### src/core/fsc_consts.svh
/*
 Constants for the frame sync and channel capture core: register offsets,
 field positions, reset values and times in ns. Assumes fsc_pkg types.
*/
`ifndef FSC_CONSTS_SVH
`define FSC_CONSTS_SVH
// ==================================================
// register byte offsets
`define FSC_ADDR_CTRL 8'h00
`define FSC_ADDR_PAT 8'h04
`define FSC_ADDR_STAT 8'h08
`define FSC_ADDR_IRA 8'h0C
`define FSC_ADDR_IRB 8'h10
`define FSC_ADDR_VIS 8'h20
// ==================================================
// control fields and reset values
`define FSC_CTRL_TOL_LSB 0
`define FSC_CTRL_RATE14 2
`define FSC_CTRL_FRAMES3 3
`define FSC_CTRL_RST 4'h2
`define FSC_PAT_RST 16'hEB90
`define FSC_TOL_MAX 2'h2
`define FSC_RESP_OKAY 2'h0
`define FSC_RESP_SLVERR 2'h2
// ==================================================
// frame geometry: positions in counts of two bits, then line numbers
`define FSC_LAST28 5'h1B
`define FSC_LAST14 5'h0F
`define FSC_HDR_LAST 5'h03
`define FSC_VIS_FIRST 6
`define FSC_VIS_STEP 3
`define FSC_SYNC_LINE 2'h1
`define FSC_IRA_LINE 2'h2
`define FSC_IRB_LINE 2'h3
// ==================================================
// timing: times in ns, clock period in ns
`define FSC_CLK_NS 25
`define FSC_LOCK_WIN_NS 32000
`define FSC_SCAN_NS 30000000
`define FSC_IDLE_NS 1000000000
`endif

### src/core/fsc_pkg.sv
/*
 Types of the frame sync and channel capture core.
 Assumes nothing beyond a SystemVerilog compiler.
*/
package fsc_pkg;
	// sync controller states
	typedef enum logic {FSC_SEARCH = 1'b0, FSC_LOCK = 1'b1} fsc_sync_e;
	// one infrared channel pair, binary values
	typedef struct packed {
		logic [7:0] prev;
		logic [7:0] cur;
	} fsc_ir_s;
	// one visual channel pair, raw and linear codes
	typedef struct packed {
		logic [8:0] lin_prev;
		logic [8:0] lin_cur;
		logic [5:0] prev;
		logic [5:0] cur;
	} fsc_vis_s;
	// software control fields
	typedef struct packed {
		logic frames3;
		logic rate14;
		logic [1:0] tol;
	} fsc_ctrl_s;
endpackage

### src/core/fsc_lin_rom.sv
/*
 Six-bit nonlinear visual code to nine-bit linear code lookup.
 Purely combinational; the caller registers the result.
*/
`timescale 1ns/1ps
module fsc_lin_rom
	import fsc_pkg::*;
(
	// code in
	input wire logic [5:0] code,
	// linear value out
	output logic [8:0] lin
);
	// ==================================================
	// interval table: base of each interval and log2 of its step
	localparam logic [8:0] BASE [8] = '{9'h000, 9'h008, 9'h010, 9'h020,
		9'h030, 9'h050, 9'h090, 9'h110};
	localparam logic [2:0] SHIFT [8] = '{3'h0, 3'h0, 3'h1, 3'h1, 3'h2, 3'h3,
		3'h4, 3'h5};
	logic [8:0] pos;

	// top bits pick the interval, low bits step linearly inside it
	always_comb
	begin
		pos = 9'({6'h00, code[2:0]} << SHIFT[code[5:3]]);
		lin = BASE[code[5:3]] + pos;
	end
endmodule

### src/core/fsc_core.sv
/*
 Frame sync search/lock and channel capture for a two-stream telemetry
 link, with an AXI4-Lite register slave. Assumes link clock, both data
 streams and the scan identifier come from outside the aclk domain.
*/
`timescale 1ns/1ps
`include "fsc_consts.svh"

module fsc_core
	import fsc_pkg::*;
#(
	parameter int SCAN_CYC = `FSC_SCAN_NS / `FSC_CLK_NS,
	parameter int IDLE_CYC = `FSC_IDLE_NS / `FSC_CLK_NS
)
(
	// clock, reset, enable
	input wire logic aclk,
	input wire logic aresetn,
	input wire logic ce,
	// link pins
	input wire logic link_clk,
	input wire logic link_x,
	input wire logic link_y,
	input wire logic scan_identifier,
	// AXI4-Lite write
	input wire logic [7:0] awaddr,
	input wire logic awvalid,
	output logic awready,
	input wire logic [31:0] wdata,
	input wire logic [3:0] wstrb,
	input wire logic wvalid,
	output logic wready,
	output logic [1:0] bresp,
	output logic bvalid,
	input wire logic bready,
	// AXI4-Lite read
	input wire logic [7:0] araddr,
	input wire logic arvalid,
	output logic arready,
	output logic [31:0] rdata,
	output logic [1:0] rresp,
	output logic rvalid,
	input wire logic rready,
	// indicators
	output logic lock_ind,
	output logic search_ind,
	// channel outputs
	output logic [1:0] ir_strobe,
	output fsc_ir_s [1:0] ir_out,
	output logic [7:0] vis_strobe,
	output fsc_vis_s [7:0] vis_out
);
	localparam int LOCK_WIN_CYC = `FSC_LOCK_WIN_NS / `FSC_CLK_NS;

	// ==================================================
	// link input synchronisers and edge find
	logic [3:0] pin_s1, pin_s2;
	logic lclk_d, adv, tick;
	logic scan_d, scan_pulse;
	always_ff @(posedge aclk)
	begin
		if (!aresetn)
		begin
			pin_s1 <= 4'h0;
			pin_s2 <= 4'h0;
			lclk_d <= 1'b0;
			scan_d <= 1'b0;
			adv <= 1'b0;
			tick <= 1'b0;
			scan_pulse <= 1'b0;
		end
		else if (ce)
		begin
			pin_s1 <= {scan_identifier, link_clk, link_x, link_y};
			pin_s2 <= pin_s1;
			lclk_d <= pin_s2[2];
			scan_d <= pin_s2[3];
			adv <= pin_s2[2] & ~lclk_d; // rising link edge brings two bits
			tick <= adv; // shift and counters settled
			scan_pulse <= pin_s2[3] & ~scan_d;
		end
	end

	// ==================================================
	// control registers written by software
	fsc_ctrl_s ctrl;
	logic [15:0] pattern;
	logic [1:0] tol;
	assign tol = (ctrl.tol > `FSC_TOL_MAX) ? `FSC_TOL_MAX : ctrl.tol;

	// ==================================================
	// shift register and counters
	logic [64:0] sr;
	logic [4:0] bit_cnt;
	logic [1:0] line_cnt;
	logic realign;
	logic [4:0] bit_last;
	assign bit_last = ctrl.rate14 ? `FSC_LAST14 : `FSC_LAST28;

	// two bits per link edge, x first
	always_ff @(posedge aclk)
	begin
		if (!aresetn)
			sr <= '0;
		else if (ce && adv)
			sr <= {sr[62:0], pin_s2[1], pin_s2[0]};
	end

	// bit and line counters; a sync hit puts them at the sync position
	always_ff @(posedge aclk)
	begin
		if (!aresetn)
		begin
			bit_cnt <= 5'h00;
			line_cnt <= 2'h0;
		end
		else if (ce)
		begin
			if (tick && realign)
			begin
				bit_cnt <= `FSC_HDR_LAST;
				line_cnt <= `FSC_SYNC_LINE;
			end
			else if (adv)
			begin
				bit_cnt <= (bit_cnt >= bit_last) ? 5'h00 : bit_cnt + 5'h01;
				if (bit_cnt >= bit_last)
					line_cnt <= line_cnt + 2'h1;
			end
		end
	end

	// ==================================================
	// sync comparison, on time and one bit early
	function automatic logic [4:0] fsc_errs(input logic [15:0] a, input logic [15:0] b);
		logic [4:0] n;
		n = 5'h00;
		for (int i = 0; i < 16; i++)
			n = n + {4'h0, a[i] ^ b[i]};
		return n;
	endfunction

	logic [15:0] word0, word1;
	logic m0, m1;
	always_comb
	begin
		word0 = ctrl.rate14 ? {sr[39:32], sr[7:0]} : {sr[63:56], sr[7:0]};
		word1 = ctrl.rate14 ? {sr[40:33], sr[8:1]} : {sr[64:57], sr[8:1]};
		m0 = fsc_errs(word0, pattern) <= {3'h0, tol};
		m1 = fsc_errs(word1, pattern) <= {3'h0, tol};
	end

	// ==================================================
	// search / lock controller
	fsc_sync_e state, next_state;
	logic [1:0] miss, next_miss;
	logic got, next_got, lost;
	logic nominal, late;
	assign nominal = (line_cnt == `FSC_SYNC_LINE) && (bit_cnt == `FSC_HDR_LAST);
	assign late = (line_cnt == `FSC_SYNC_LINE) && (bit_cnt == `FSC_HDR_LAST + 5'h01);

	always_comb
	begin
		next_state = state;
		next_miss = miss;
		next_got = got;
		realign = 1'b0;
		case (state)
			FSC_SEARCH:
			begin
				if (m0)
				begin
					realign = 1'b1;
					next_state = FSC_LOCK;
					next_miss = 2'h0;
					next_got = 1'b0;
				end
			end
			FSC_LOCK:
			begin
				// gate shut outside the window
				if (nominal && (m0 || m1))
				begin
					next_got = 1'b1;
					next_miss = 2'h0;
				end
				else if (late)
				begin
					next_got = 1'b0;
					if (got || m1)
						next_miss = 2'h0;
					else if (miss >= {1'b1, ctrl.frames3})
						next_state = FSC_SEARCH;
					else
						next_miss = miss + 2'h1;
				end
			end
			default:
				next_state = FSC_SEARCH;
		endcase
	end

	always_ff @(posedge aclk)
	begin
		if (!aresetn)
		begin
			state <= FSC_SEARCH;
			miss <= 2'h0;
			got <= 1'b0;
			lost <= 1'b0;
		end
		else if (ce)
		begin
			lost <= tick && state == FSC_LOCK && next_state == FSC_SEARCH;
			if (tick)
			begin
				state <= next_state;
				miss <= next_miss;
				got <= next_got;
			end
		end
	end

	// ==================================================
	// scan timing and indicators
	logic [25:0] scan_tmr;
	logic [29:0] idle_tmr;
	logic scan_act;
	always_ff @(posedge aclk)
	begin
		if (!aresetn)
		begin
			scan_tmr <= '0;
			idle_tmr <= '0;
			scan_act <= 1'b0;
			lock_ind <= 1'b0;
			search_ind <= 1'b0;
		end
		else if (ce)
		begin
			if (scan_pulse)
			begin
				scan_tmr <= '0;
				idle_tmr <= '0;
				scan_act <= 1'b1;
				lock_ind <= 1'b0;
				search_ind <= 1'b0;
			end
			else
			begin
				if (idle_tmr < 30'(IDLE_CYC))
					idle_tmr <= idle_tmr + 30'h1;
				else
					search_ind <= 1'b1;
				if (scan_act)
				begin
					scan_tmr <= scan_tmr + 26'h1;
					if (scan_tmr == 26'(SCAN_CYC))
						scan_act <= 1'b0; // held through the scan
					if (scan_tmr == 26'(LOCK_WIN_CYC) && state == FSC_LOCK)
						lock_ind <= 1'b1;
					if (lost && scan_tmr >= 26'(LOCK_WIN_CYC))
					begin
						lock_ind <= 1'b0;
						search_ind <= 1'b1;
					end
				end
			end
		end
	end

	// ==================================================
	// infrared capture with Gray to binary
	logic [7:0] gbin;
	assign gbin[7] = sr[7];
	genvar gi;
	generate
		for (gi = 0; gi < 7; gi++)
		begin : g_gray
			assign gbin[gi] = sr[gi] ^ gbin[gi + 1];
		end
	endgenerate

	logic hdr;
	assign hdr = tick && bit_cnt == `FSC_HDR_LAST;
	// one load per frame per channel: once per four lines
	always_ff @(posedge aclk)
	begin
		if (!aresetn)
		begin
			ir_out <= '0;
			ir_strobe <= 2'h0;
		end
		else if (ce)
		begin
			ir_strobe[0] <= hdr && line_cnt == `FSC_IRA_LINE;
			ir_strobe[1] <= hdr && line_cnt == `FSC_IRB_LINE;
			if (hdr && line_cnt == `FSC_IRA_LINE)
				ir_out[0] <= '{prev: ir_out[0].cur, cur: gbin};
			if (hdr && line_cnt == `FSC_IRB_LINE)
				ir_out[1] <= '{prev: ir_out[1].cur, cur: gbin};
		end
	end

	// ==================================================
	// visual channels; slow rate carries only the first four
	genvar vi;
	generate
		for (vi = 0; vi < 8; vi++)
		begin : g_vis
			fsc_vis_s ch;
			logic hit, hit_d, stb;
			logic [8:0] lc, lp;
			assign hit = tick && (!ctrl.rate14 || vi < 4) &&
				bit_cnt == 5'(`FSC_VIS_FIRST + `FSC_VIS_STEP * vi);
			fsc_lin_rom u_rc (.code(ch.cur), .lin(lc));
			fsc_lin_rom u_rp (.code(ch.prev), .lin(lp));
			// word pair, then the linear codes a clock later
			always_ff @(posedge aclk)
			begin
				if (!aresetn)
				begin
					ch <= '0;
					hit_d <= 1'b0;
					stb <= 1'b0;
				end
				else if (ce)
				begin
					hit_d <= hit;
					stb <= hit_d; // strobe when linear codes are valid
					if (hit)
					begin
						ch.prev <= ch.cur;
						ch.cur <= sr[5:0];
					end
					ch.lin_cur <= lc;
					ch.lin_prev <= lp;
				end
			end
			assign vis_out[vi] = ch;
			assign vis_strobe[vi] = stb;
		end
	endgenerate

	// ==================================================
	// AXI4-Lite write path
	logic aw_got, w_got;
	logic [7:0] wa;
	logic [31:0] wd;
	logic [3:0] ws;
	always_ff @(posedge aclk)
	begin
		if (!aresetn)
		begin
			aw_got <= 1'b0;
			w_got <= 1'b0;
			awready <= 1'b0;
			wready <= 1'b0;
			bvalid <= 1'b0;
			bresp <= `FSC_RESP_OKAY;
			wa <= 8'h00;
			wd <= '0;
			ws <= 4'h0;
			ctrl <= `FSC_CTRL_RST;
			pattern <= `FSC_PAT_RST;
		end
		else if (ce)
		begin
			awready <= !aw_got && !(awvalid && awready) && !bvalid;
			wready <= !w_got && !(wvalid && wready) && !bvalid;
			if (awvalid && awready)
			begin
				aw_got <= 1'b1;
				wa <= {awaddr[7:2], 2'b00};
			end
			if (wvalid && wready)
			begin
				w_got <= 1'b1;
				wd <= wdata;
				ws <= wstrb;
			end
			if (aw_got && w_got && !bvalid)
			begin
				aw_got <= 1'b0;
				w_got <= 1'b0;
				bvalid <= 1'b1;
				bresp <= `FSC_RESP_OKAY;
				if (wa == `FSC_ADDR_CTRL && ws[0])
					ctrl <= wd[3:0];
				else if (wa == `FSC_ADDR_PAT)
				begin
					if (ws[0])
						pattern[7:0] <= wd[7:0];
					if (ws[1])
						pattern[15:8] <= wd[15:8];
				end
				else if (wa != `FSC_ADDR_CTRL)
					bresp <= `FSC_RESP_SLVERR;
			end
			else if (bvalid && bready)
				bvalid <= 1'b0;
		end
	end

	// ==================================================
	// AXI4-Lite read path
	logic [31:0] rd;
	logic rd_ok;
	logic [7:0] ra;
	assign ra = {araddr[7:2], 2'b00};
	always_comb
	begin
		rd = '0;
		rd_ok = 1'b1;
		// only eight visual words; higher offsets fall to the error path
		if (ra >= `FSC_ADDR_VIS && ra < `FSC_ADDR_VIS + 8'h20)
			rd = {5'h00, vis_out[ra[4:2]].lin_cur, 3'h0, vis_out[ra[4:2]].prev,
				2'h0, vis_out[ra[4:2]].cur, 1'b0};
		else
		case (ra)
			`FSC_ADDR_CTRL: rd = {28'h0, ctrl};
			`FSC_ADDR_PAT: rd = {16'h0, pattern};
			`FSC_ADDR_STAT: rd = {27'h0, miss, search_ind, lock_ind, state};
			`FSC_ADDR_IRA: rd = {16'h0, ir_out[0]};
			`FSC_ADDR_IRB: rd = {16'h0, ir_out[1]};
			default: rd_ok = 1'b0;
		endcase
	end

	always_ff @(posedge aclk)
	begin
		if (!aresetn)
		begin
			arready <= 1'b0;
			rvalid <= 1'b0;
			rdata <= '0;
			rresp <= `FSC_RESP_OKAY;
		end
		else if (ce)
		begin
			arready <= !rvalid && !(arvalid && arready);
			if (arvalid && arready)
			begin
				rvalid <= 1'b1;
				rdata <= rd;
				rresp <= rd_ok ? `FSC_RESP_OKAY : `FSC_RESP_SLVERR;
			end
			else if (rvalid && rready)
				rvalid <= 1'b0;
		end
	end
endmodule

### config.mk
export PLATFORM = sky130hd
export DESIGN_NAME = fsc_core
export DESIGN_NICKNAME = d
export VERILOG_FILES = /design/src/core/fsc_pkg.sv /design/src/core/fsc_lin_rom.sv /design/src/core/fsc_core.sv
export VERILOG_INCLUDE_DIRS = /design/src /design/src/core
export SDC_FILE = /design/constraint.sdc
export NUM_CORES = 1
export LEC_CHECK = 0
export BUFFER_PORTS_ARGS = -buffer_cell sky130_fd_sc_hd__buf_2
export CORE_MARGIN = 5
export CORE_UTILIZATION = 45
export DETAILED_ROUTE_END_ITERATION = 16
export PLACE_DENSITY = 0.66
export SYNTH_ARGS = -nofsm -noshare
export SYNTH_HDL_FRONTEND = slang
export SYNTH_HIERARCHICAL = 1
export SYNTH_SLANG_ARGS = --single-unit
export TNS_END_PERCENT = 100
### constraint.sdc
create_clock -name aclk -period 6.8 [get_ports aclk]
set_input_delay 0.34 -clock aclk [delete_from_list [all_inputs] [get_ports aclk]]
set_output_delay 0.34 -clock aclk [all_outputs]
set_load 0.05 [all_outputs]
Word level (Yosys, flattened, before mapping)
Memory sizes are Yosys's and may differ from the RTL's.
Cells that the tools add are included.
{"block": "op_classes", "n_bitwise": 62, "n_eq_ne": 23, "n_reduce_logical": 87, "mux": 124, "order_cmp": 26, "shifts": 16, "addsub": 51}
{"cell": "two-way mux 9 bit", "count": 32}
{"cell": "adder 9 bit", "count": 16}
{"cell": "left shift 3 x 3 -> 9 bit", "count": 16}
{"cell": "adder 5 x 1 -> 5 bit", "count": 22}
{"cell": "two-way mux 3 bit", "count": 32}
{"cell": "binary-select mux 30 bit (select 3 bit)", "count": 1}
{"cell": "one-hot mux 16 bit (5 select lines)", "count": 1}
{"cell": "greater-or-equal comparator 4 bit, second input constant", "count": 16}
{"cell": "inverter 3 -> 4 bit", "count": 16}
{"cell": "two-way mux 30 bit", "count": 2}
{"cell": "two-way mux 26 bit", "count": 2}
{"cell": "AND reduction 2 bit", "count": 22}
{"cell": "bitwise XOR 1 bit", "count": 39}
{"cell": "logical AND 1 bit", "count": 35}
{"cell": "two-way mux 16 bit", "count": 2}
{"cell": "adder 30 x 1 -> 30 bit, second input constant", "count": 1}
{"cell": "less-than comparator 30 x 26 -> 1 bit, second input constant", "count": 1}
{"cell": "two-way mux 1 bit", "count": 30}
{"cell": "two-way mux 27 bit", "count": 1}
{"cell": "adder 26 x 1 -> 26 bit, second input constant", "count": 1}
{"cell": "== test 26 x 11 -> 1 bit, second input constant", "count": 1}
{"cell": "== test 26 x 21 -> 1 bit, second input constant", "count": 1}
{"cell": "greater-or-equal comparator 26 x 11 -> 1 bit, second input constant", "count": 1}
{"cell": "two-way mux 2 bit", "count": 13}
{"cell": "other kinds (41)", "count": 85}
{"block": "totals", "wordCells": 511, "mem_bits_ro": 1536, "n_memories": 32, "out_inout_bits": 325, "input_bits": 64, "register_bits": 526}
{"name": "(name not given)", "words": 8, "word_bits": 9, "rd": 1, "rd_clocked_by_memory_dff": 0, "write_ports": 0, "line_no": "fsc_lin_rom.sv:26", "text": "lin = BASE[code[5:3]] + pos;"}
{"name": "(name not given)", "words": 8, "word_bits": 9, "rd": 1, "rd_clocked_by_memory_dff": 0, "write_ports": 0, "line_no": "fsc_lin_rom.sv:26"}
{"name": "(name not given)", "words": 8, "word_bits": 9, "rd": 1, "rd_clocked_by_memory_dff": 0, "write_ports": 0, "line_no": "fsc_lin_rom.sv:26"}
{"name": "(name not given)", "words": 8, "word_bits": 9, "rd": 1, "rd_clocked_by_memory_dff": 0, "write_ports": 0, "line_no": "fsc_lin_rom.sv:26"}
{"name": "(name not given)", "words": 8, "word_bits": 9, "rd": 1, "rd_clocked_by_memory_dff": 0, "write_ports": 0, "line_no": "fsc_lin_rom.sv:26"}
{"name": "(name not given)", "words": 8, "word_bits": 9, "rd": 1, "rd_clocked_by_memory_dff": 0, "write_ports": 0, "line_no": "fsc_lin_rom.sv:26"}
{"name": "+26 memories"}

Depth between registers and ports, before layout
{"block": "logic_depth", "depth_word": 25, "mapped_depth": 21, "ltp_nobuf": 18}

Cells and area by module
The synthesis kept the hierarchy.
{"mod": "fsc_core", "instances": 1, "area_per_inst_um2": 22087.4, "cells_per_inst": 2385, "seq_area_each_um2": 10349.9}
{"mod": "fsc_lin_rom at g_vis[0].u_rc ...", "instances": 15, "area_per_inst_um2": 366.6, "cells_per_inst": 53, "seq_area_each_um2": 0.0}
{"mod": "fsc_lin_rom at g_vis[7].u_rp", "instances": 1, "area_per_inst_um2": 381.6, "cells_per_inst": 57, "seq_area_each_um2": 0.0}

Worst setup path before layout
Ideal clock, no wire load.
{"block": "synth_path", "kind": "reg-to-reg", "start": "register ctrl[2] (netlist bit)", "end": "register miss[0]", "required_time_ns": 6.683, "setup_time_ns": 0.117, "path_stages_with_launch": 22, "arrival_ns": 5.956, "path_buffers": 3, "synth_period_minus_slack_ns": 6.073, "path_slack_ns": 0.727, "path_cell_list": "dfxtp_1 clkbuf_1 buf_1 mux2i_1 xor2_1 fa_1 fa_1 fa_1 inv_1 fa_1 ha_1 inv_1 fa_1 inv_1 ha_1 nor2b_1 a2bb2oi_1 or4_1 clkbuf_1 o2111ai_1 o21ai_0 a32o_1"}
{"block": "synth_between", "elab_chain_len": 16, "elab_cells_between_ends": 47, "classes_between": "add/sub: 16; order compare: 2; eq/ne: 3; mux: 6; bitwise: 16; reduce/logical: 4"}
{"element": "start, declared", "line_no": "fsc_core.sv:86", "text": "fsc_ctrl_s ctrl;"}
{"element": "start signal, assigned", "line_no": "fsc_core.sv:364", "text": "ctrl <= `FSC_CTRL_RST;"}
{"element": "start signal, assigned", "line_no": "fsc_core.sv:389", "text": "ctrl <= wd[3:0];"}
{"element": "two-way mux 16 bit", "line_no": "fsc_core.sv:148", "text": "word1 = ctrl.rate14 ? {sr[40:33], sr[8:1]} : {sr[64:57], sr[8:1]};"}
{"element": "bitwise XOR 1 bit", "line_no": "fsc_core.sv:139", "text": "n = n + {4'h0, a[i] ^ b[i]};"}
{"element": "adder 5 x 1 -> 5 bit (8 in series)", "line_no": "fsc_core.sv:139"}
{"element": "less-or-equal comparator 5 x 2 -> 1 bit", "line_no": "fsc_core.sv:150", "text": "m1 = fsc_errs(word1, pattern) <= {3'h0, tol};"}
{"element": "logical OR 1 bit", "line_no": "fsc_core.sv:190", "text": "if (got || m1)"}
{"element": "two-way mux 2 bit", "line_no": "fsc_core.sv:190"}
{"element": "two-way mux 2 bit", "line_no": "fsc_core.sv:187", "text": "else if (late)"}
{"element": "two-way mux 2 bit", "line_no": "fsc_core.sv:182", "text": "if (nominal && (m0 || m1))"}
{"element": "one-hot mux 2 bit (2 select lines)", "line_no": "fsc_core.sv:168", "text": "case (state)"}
{"element": "end signal, assigned", "line_no": "fsc_core.sv:218", "text": "miss <= next_miss;"}
{"element": "end, declared", "line_no": "fsc_core.sv:156", "text": "logic [1:0] miss, next_miss;"}
Parallel ways exist; a longest one is shown, timed or not. The select of a mux whose other input is x is not followed.
A chain may end at the register's enable or synchronous reset.

Final worst setup path
Same ends and word-level chain as after synthesis.

==> impl_metrics.env <==
export IMPL_coreArea_mm2=0.0616
export IMPL_critPathMaxStageDelay_ns=0.67
export IMPL_utilization_pct=52.2
export IMPL_synth_warnings=6
export IMPL_grt_max_degree=198
export IMPL_critical_path_arrival_ns=6.79
export IMPL_fin_worst_skew_ns=0.0200
export IMPL_yosysSeqAreaShare_pct=37.0
export IMPL_final_layout_size_suffix_gt1_share_pct=16.5
export IMPL_multi_input_area_mm2=0.0163
export IMPL_irDropWorstVdd_uv=183
export IMPL_slew_headroom_pct=29.8
export IMPL_numCtsBuffers=57
export IMPL_die_h_um=259
export IMPL_syn2layout_area_growth_pct=15.0
export IMPL_nNetsFinal=3689
export IMPL_leakage_uw=0.0138
export IMPL_grt_pass1_vias=22800
export IMPL_switching_share_pct=23.2
export IMPL_die_width_um=259
export IMPL_ff_latch_area_mm2=0.0103
export IMPL_grt_overflow_total=0
export IMPL_syn_instance_count=3237
export IMPL_hp_class="primary input to register"
export IMPL_die_area_mm2=0.0672
export IMPL_synth_edf_count=0
export IMPL_p_seq_share_pct=47.4
export IMPL_gr_usage_all_layers_pct=24.8
export IMPL_worstSkewPairLatency_ns=0.62
export IMPL_drc=0
export IMPL_power_density_mw_per_mm2=200
export IMPL_cts_sinks=517
export IMPL_fmax_mhz=159
export IMPL_cp_required_ns=7.31
export IMPL_wirelength_um=87100
export IMPL_worst_slew_pin_slew_ns=1.05
export IMPL_worstPathCellList="mux2i_1, xor2_1, fa_1, fa_1, fa_1, inv_1, fa_1, ha_1, inv_1, fa_1, inv_1, ha_1, nor2b_1, a2bb2oi_1, or4_1, o2111ai_1, o21ai_0, a32o_1"
export IMPL_end_kind="register"
export IMPL_comb_power_share_pct=3.7
export IMPL_finalNonFillerCells=4363
export IMPL_period_minus_slack_ns=6.28
export IMPL_syn_cell_area_mm2=0.0280
export IMPL_slowest_stage="dfxtp_1"
export IMPL_syn_area_per_cell_um2=8.64
export IMPL_cap_violations=0
export IMPL_clockBufferDepth=3
export IMPL_synth_top_flop_cell="dfxtp_1"
export IMPL_wl_per_cell_um=20.0
export IMPL_cts_tree="done"
export IMPL_drt_first_pass_iters=8
export IMPL_gp_congestion=0.881
export IMPL_ys_ff_latch=517
export IMPL_rows=91
export IMPL_start_util_pct=45.4
export IMPL_setup_tns_ns=0
export IMPL_path_common_cell="fa_1"
export IMPL_via_per_inst=5.55
export IMPL_drt_initial_drc_count=2123
export IMPL_rr_worst_depth=18
export IMPL_hold_violations=0
export IMPL_placed_cells=4230
export IMPL_critical_path_top_delay_family="adder cells"
export IMPL_place_detailed_hpwl_um=61300
export IMPL_timing_hold_ws_ns=0.0967
export IMPL_io_buffers=357
export IMPL_outcome="finished, final reports clean"
export IMPL_postCtsSetupRepairBufs=0
export IMPL_fill_cells=5827
export IMPL_power_share_clock_pct=48.9
export IMPL_ys_types=67
export IMPL_drv_slew=0
export IMPL_rsz0062_at_grt="false"
export IMPL_p_switching_uw=1490
export IMPL_worstSetupPathType="register to register"
export IMPL_synthArstFlopShare_pct=0
export IMPL_min_path_cells=4
export IMPL_ios=389
export IMPL_num_vias=24200
export IMPL_internal_power_uw=4940
export IMPL_htreeDepth=2
export IMPL_path_buf_inv=3
export IMPL_clkTransAtPathRegs_ns=0.07
export IMPL_root_buffer="clkbuf_16"
export IMPL_finalCritPeriodShare_pct=92.4
export IMPL_antenna_found_initial=2
export IMPL_cp_num_cells=18
export IMPL_antenna_left=0
export IMPL_antenna_cells=0
export IMPL_cp_max_fo=9
export IMPL_cp_start_kind="register"
export IMPL_grt_pass1_wl_um=134000
export IMPL_setup_viol=0
==> layout by cell type (no fill, tap or decap), types with 10 or more instances in the layout <==
cell type      count
a211oi_1          15
a211oi_2          17
a21o_1            36
a21o_2            16
a21oi_1          265
a21oi_2           15
a31oi_1           20
and2_1            35
and3_1            43
buf_2            355
buf_4             23
clkbuf_1          12
clkbuf_16         57
clkinv_2          14
dfxtp_1          517
dlygate4sd3_1     29
fa_1              36
ha_1             108
inv_1             91
mux2i_1          311
mux4_2            46
nand2_1          407
nand3_1          104
nand3b_1          19
nand4_1           16
nor2_1           423
nor2b_1           13
nor3_1            36
nor3b_1           17
nor4_1            10
o21ai_0           74
o21ai_1           45
o21bai_1          17
o22ai_1           22
or3_1             19
or4_1             11
xnor2_1           51
xor2_1            72
==> kinds of logic after synthesis <==
logic type               share of synthesized area, %
adder cells (fa/ha/maj)                          7.41
XOR/XNOR                                         4.12
AO/OA/AOI/OAI                                    12.9
flip-flops                                       37.0
multiplexers                                     14.8
buffers and inverters                            5.03
AND/OR/NAND/NOR                                  18.6
other                                          0.0134
==> cell usage after synthesis (13+ instances only) <==
| cell type | number | area, um2 |
|---|---|---|
| mux2i_1 | 311 | 3110 |
| a211oi_1 | 15 | 113 |
| a21oi_2 | 15 | 131 |
| a21o_1 | 36 | 270 |
| nand3_1 | 104 | 521 |
| o21bai_1 | 17 | 128 |
| o21ai_1 | 45 | 225 |
| nor2_1 | 423 | 1590 |
| nand3b_1 | 19 | 143 |
| ha_1 | 108 | 1350 |
| o22ai_1 | 22 | 138 |
| o21ai_0 | 74 | 370 |
| dfxtp_1 | 517 | 10300 |
| xnor2_1 | 51 | 447 |
| xor2_1 | 72 | 631 |
| inv_1 | 91 | 342 |
| nand4_1 | 16 | 100 |
| mux4_2 | 46 | 1040 |
| fa_1 | 36 | 721 |
| buf_2 | 87 | 435 |
| buf_4 | 20 | 150 |
| nor2b_1 | 13 | 81.3 |
| and3_1 | 43 | 269 |
| buf_1 | 13 | 48.8 |
| or3_1 | 19 | 119 |
| a31oi_1 | 21 | 131 |
| nand2_1 | 409 | 1540 |
| nor3b_1 | 17 | 128 |
| a21oi_1 | 265 | 1330 |
| a21o_2 | 16 | 140 |
| clkbuf_1 | 111 | 417 |
| a211oi_2 | 17 | 213 |
| and2_1 | 36 | 225 |
| nor3_1 | 36 | 180 |
==> timing repair <==
action / in CTS / in global routing
gates resized for setup: 0 / 0
hold endpoints to repair: 29 / 0
hold buffers: 29 / 0
==> metrics by stage <==
stage	instance area (um2)	worst slack [ns]	total power [uW]
3_3_place_gp	30000	0.623	3340
6_report	32200	0.516	6430
2_1_floorplan	28000	0.727	3280
3_5_place_dp	30000	0.569	3340
4_1_cts	32200	0.504	6470
5_1_grt	32200	0.194	6610
==> worst reg2reg max path: cells and delay by family (launching register included) <==
| family | cells | cell delay, ns |
|---|---|---|
| adder cells (fa/ha/maj) | 7 | 2.97 |
| flip-flops | 1 | 0.67 |
| buffers and inverters | 3 | 0.17 |
| multiplexers | 1 | 0.43 |
| AND/OR/NAND/NOR | 2 | 0.76 |
| XOR/XNOR | 1 | 0.23 |
| AO/OA/AOI/OAI | 4 | 0.94 |
==> sequential cells by signal, summed over array words and instances (netlist names), 6 cells and up <==
register,cells
g_vis.hit_d,8
scan_tmr,26
g_vis.stb,8
wd,16
rdata,25
vis_out,240
wa,6
idle_tmr,30
pattern,16
ir_out,32
sr,65
==> path summary, 6_finish.rpt <==
kind            from      end  slack, ns
max          ctrl[2]  miss[0]       0.52
min           rready   rvalid        0.1
max reg2reg  ctrl[2]  miss[0]       0.52
min reg2reg   sr[24]   sr[26]       0.44
==> power by group through the flow <==
stage | Combinational, uW | Clock (uW) | Sequential (uW)
floorplan | 156 | 0 | 3130
CTS | 239 | 3190 | 3050
detailed placement | 225 | 0 | 3120
global route | 253 | 3310 | 3050
global placement | 224 | 0 | 3120
finish | 239 | 3140 | 3050
==> layer usage <==
layer / GRT usage, % / up-vias / share of wire [%]
li1: - / 11700 / -
met1: 34.6 / 11600 / 45
met2: 38.7 / 794 / 44
met3: 6.02 / 136 / 8.1
met4: 6.83 / 4 / 2.8
met5: 0 / - / 0.032
==> area by class of cell <==
cell class / instances / area share [%]
Multi-Input combinational cell: 2404 / 50.6
Sequential cell: 517 / 32.2
Timing Repair Buffer: 409 / 7.07
Tap cell: 837 / 3.26
Inverter: 92 / 1.10
Clock inverter: 26 / 0.863
Clock buffer: 78 / 4.96
Power figures use the tool's default switching activity.
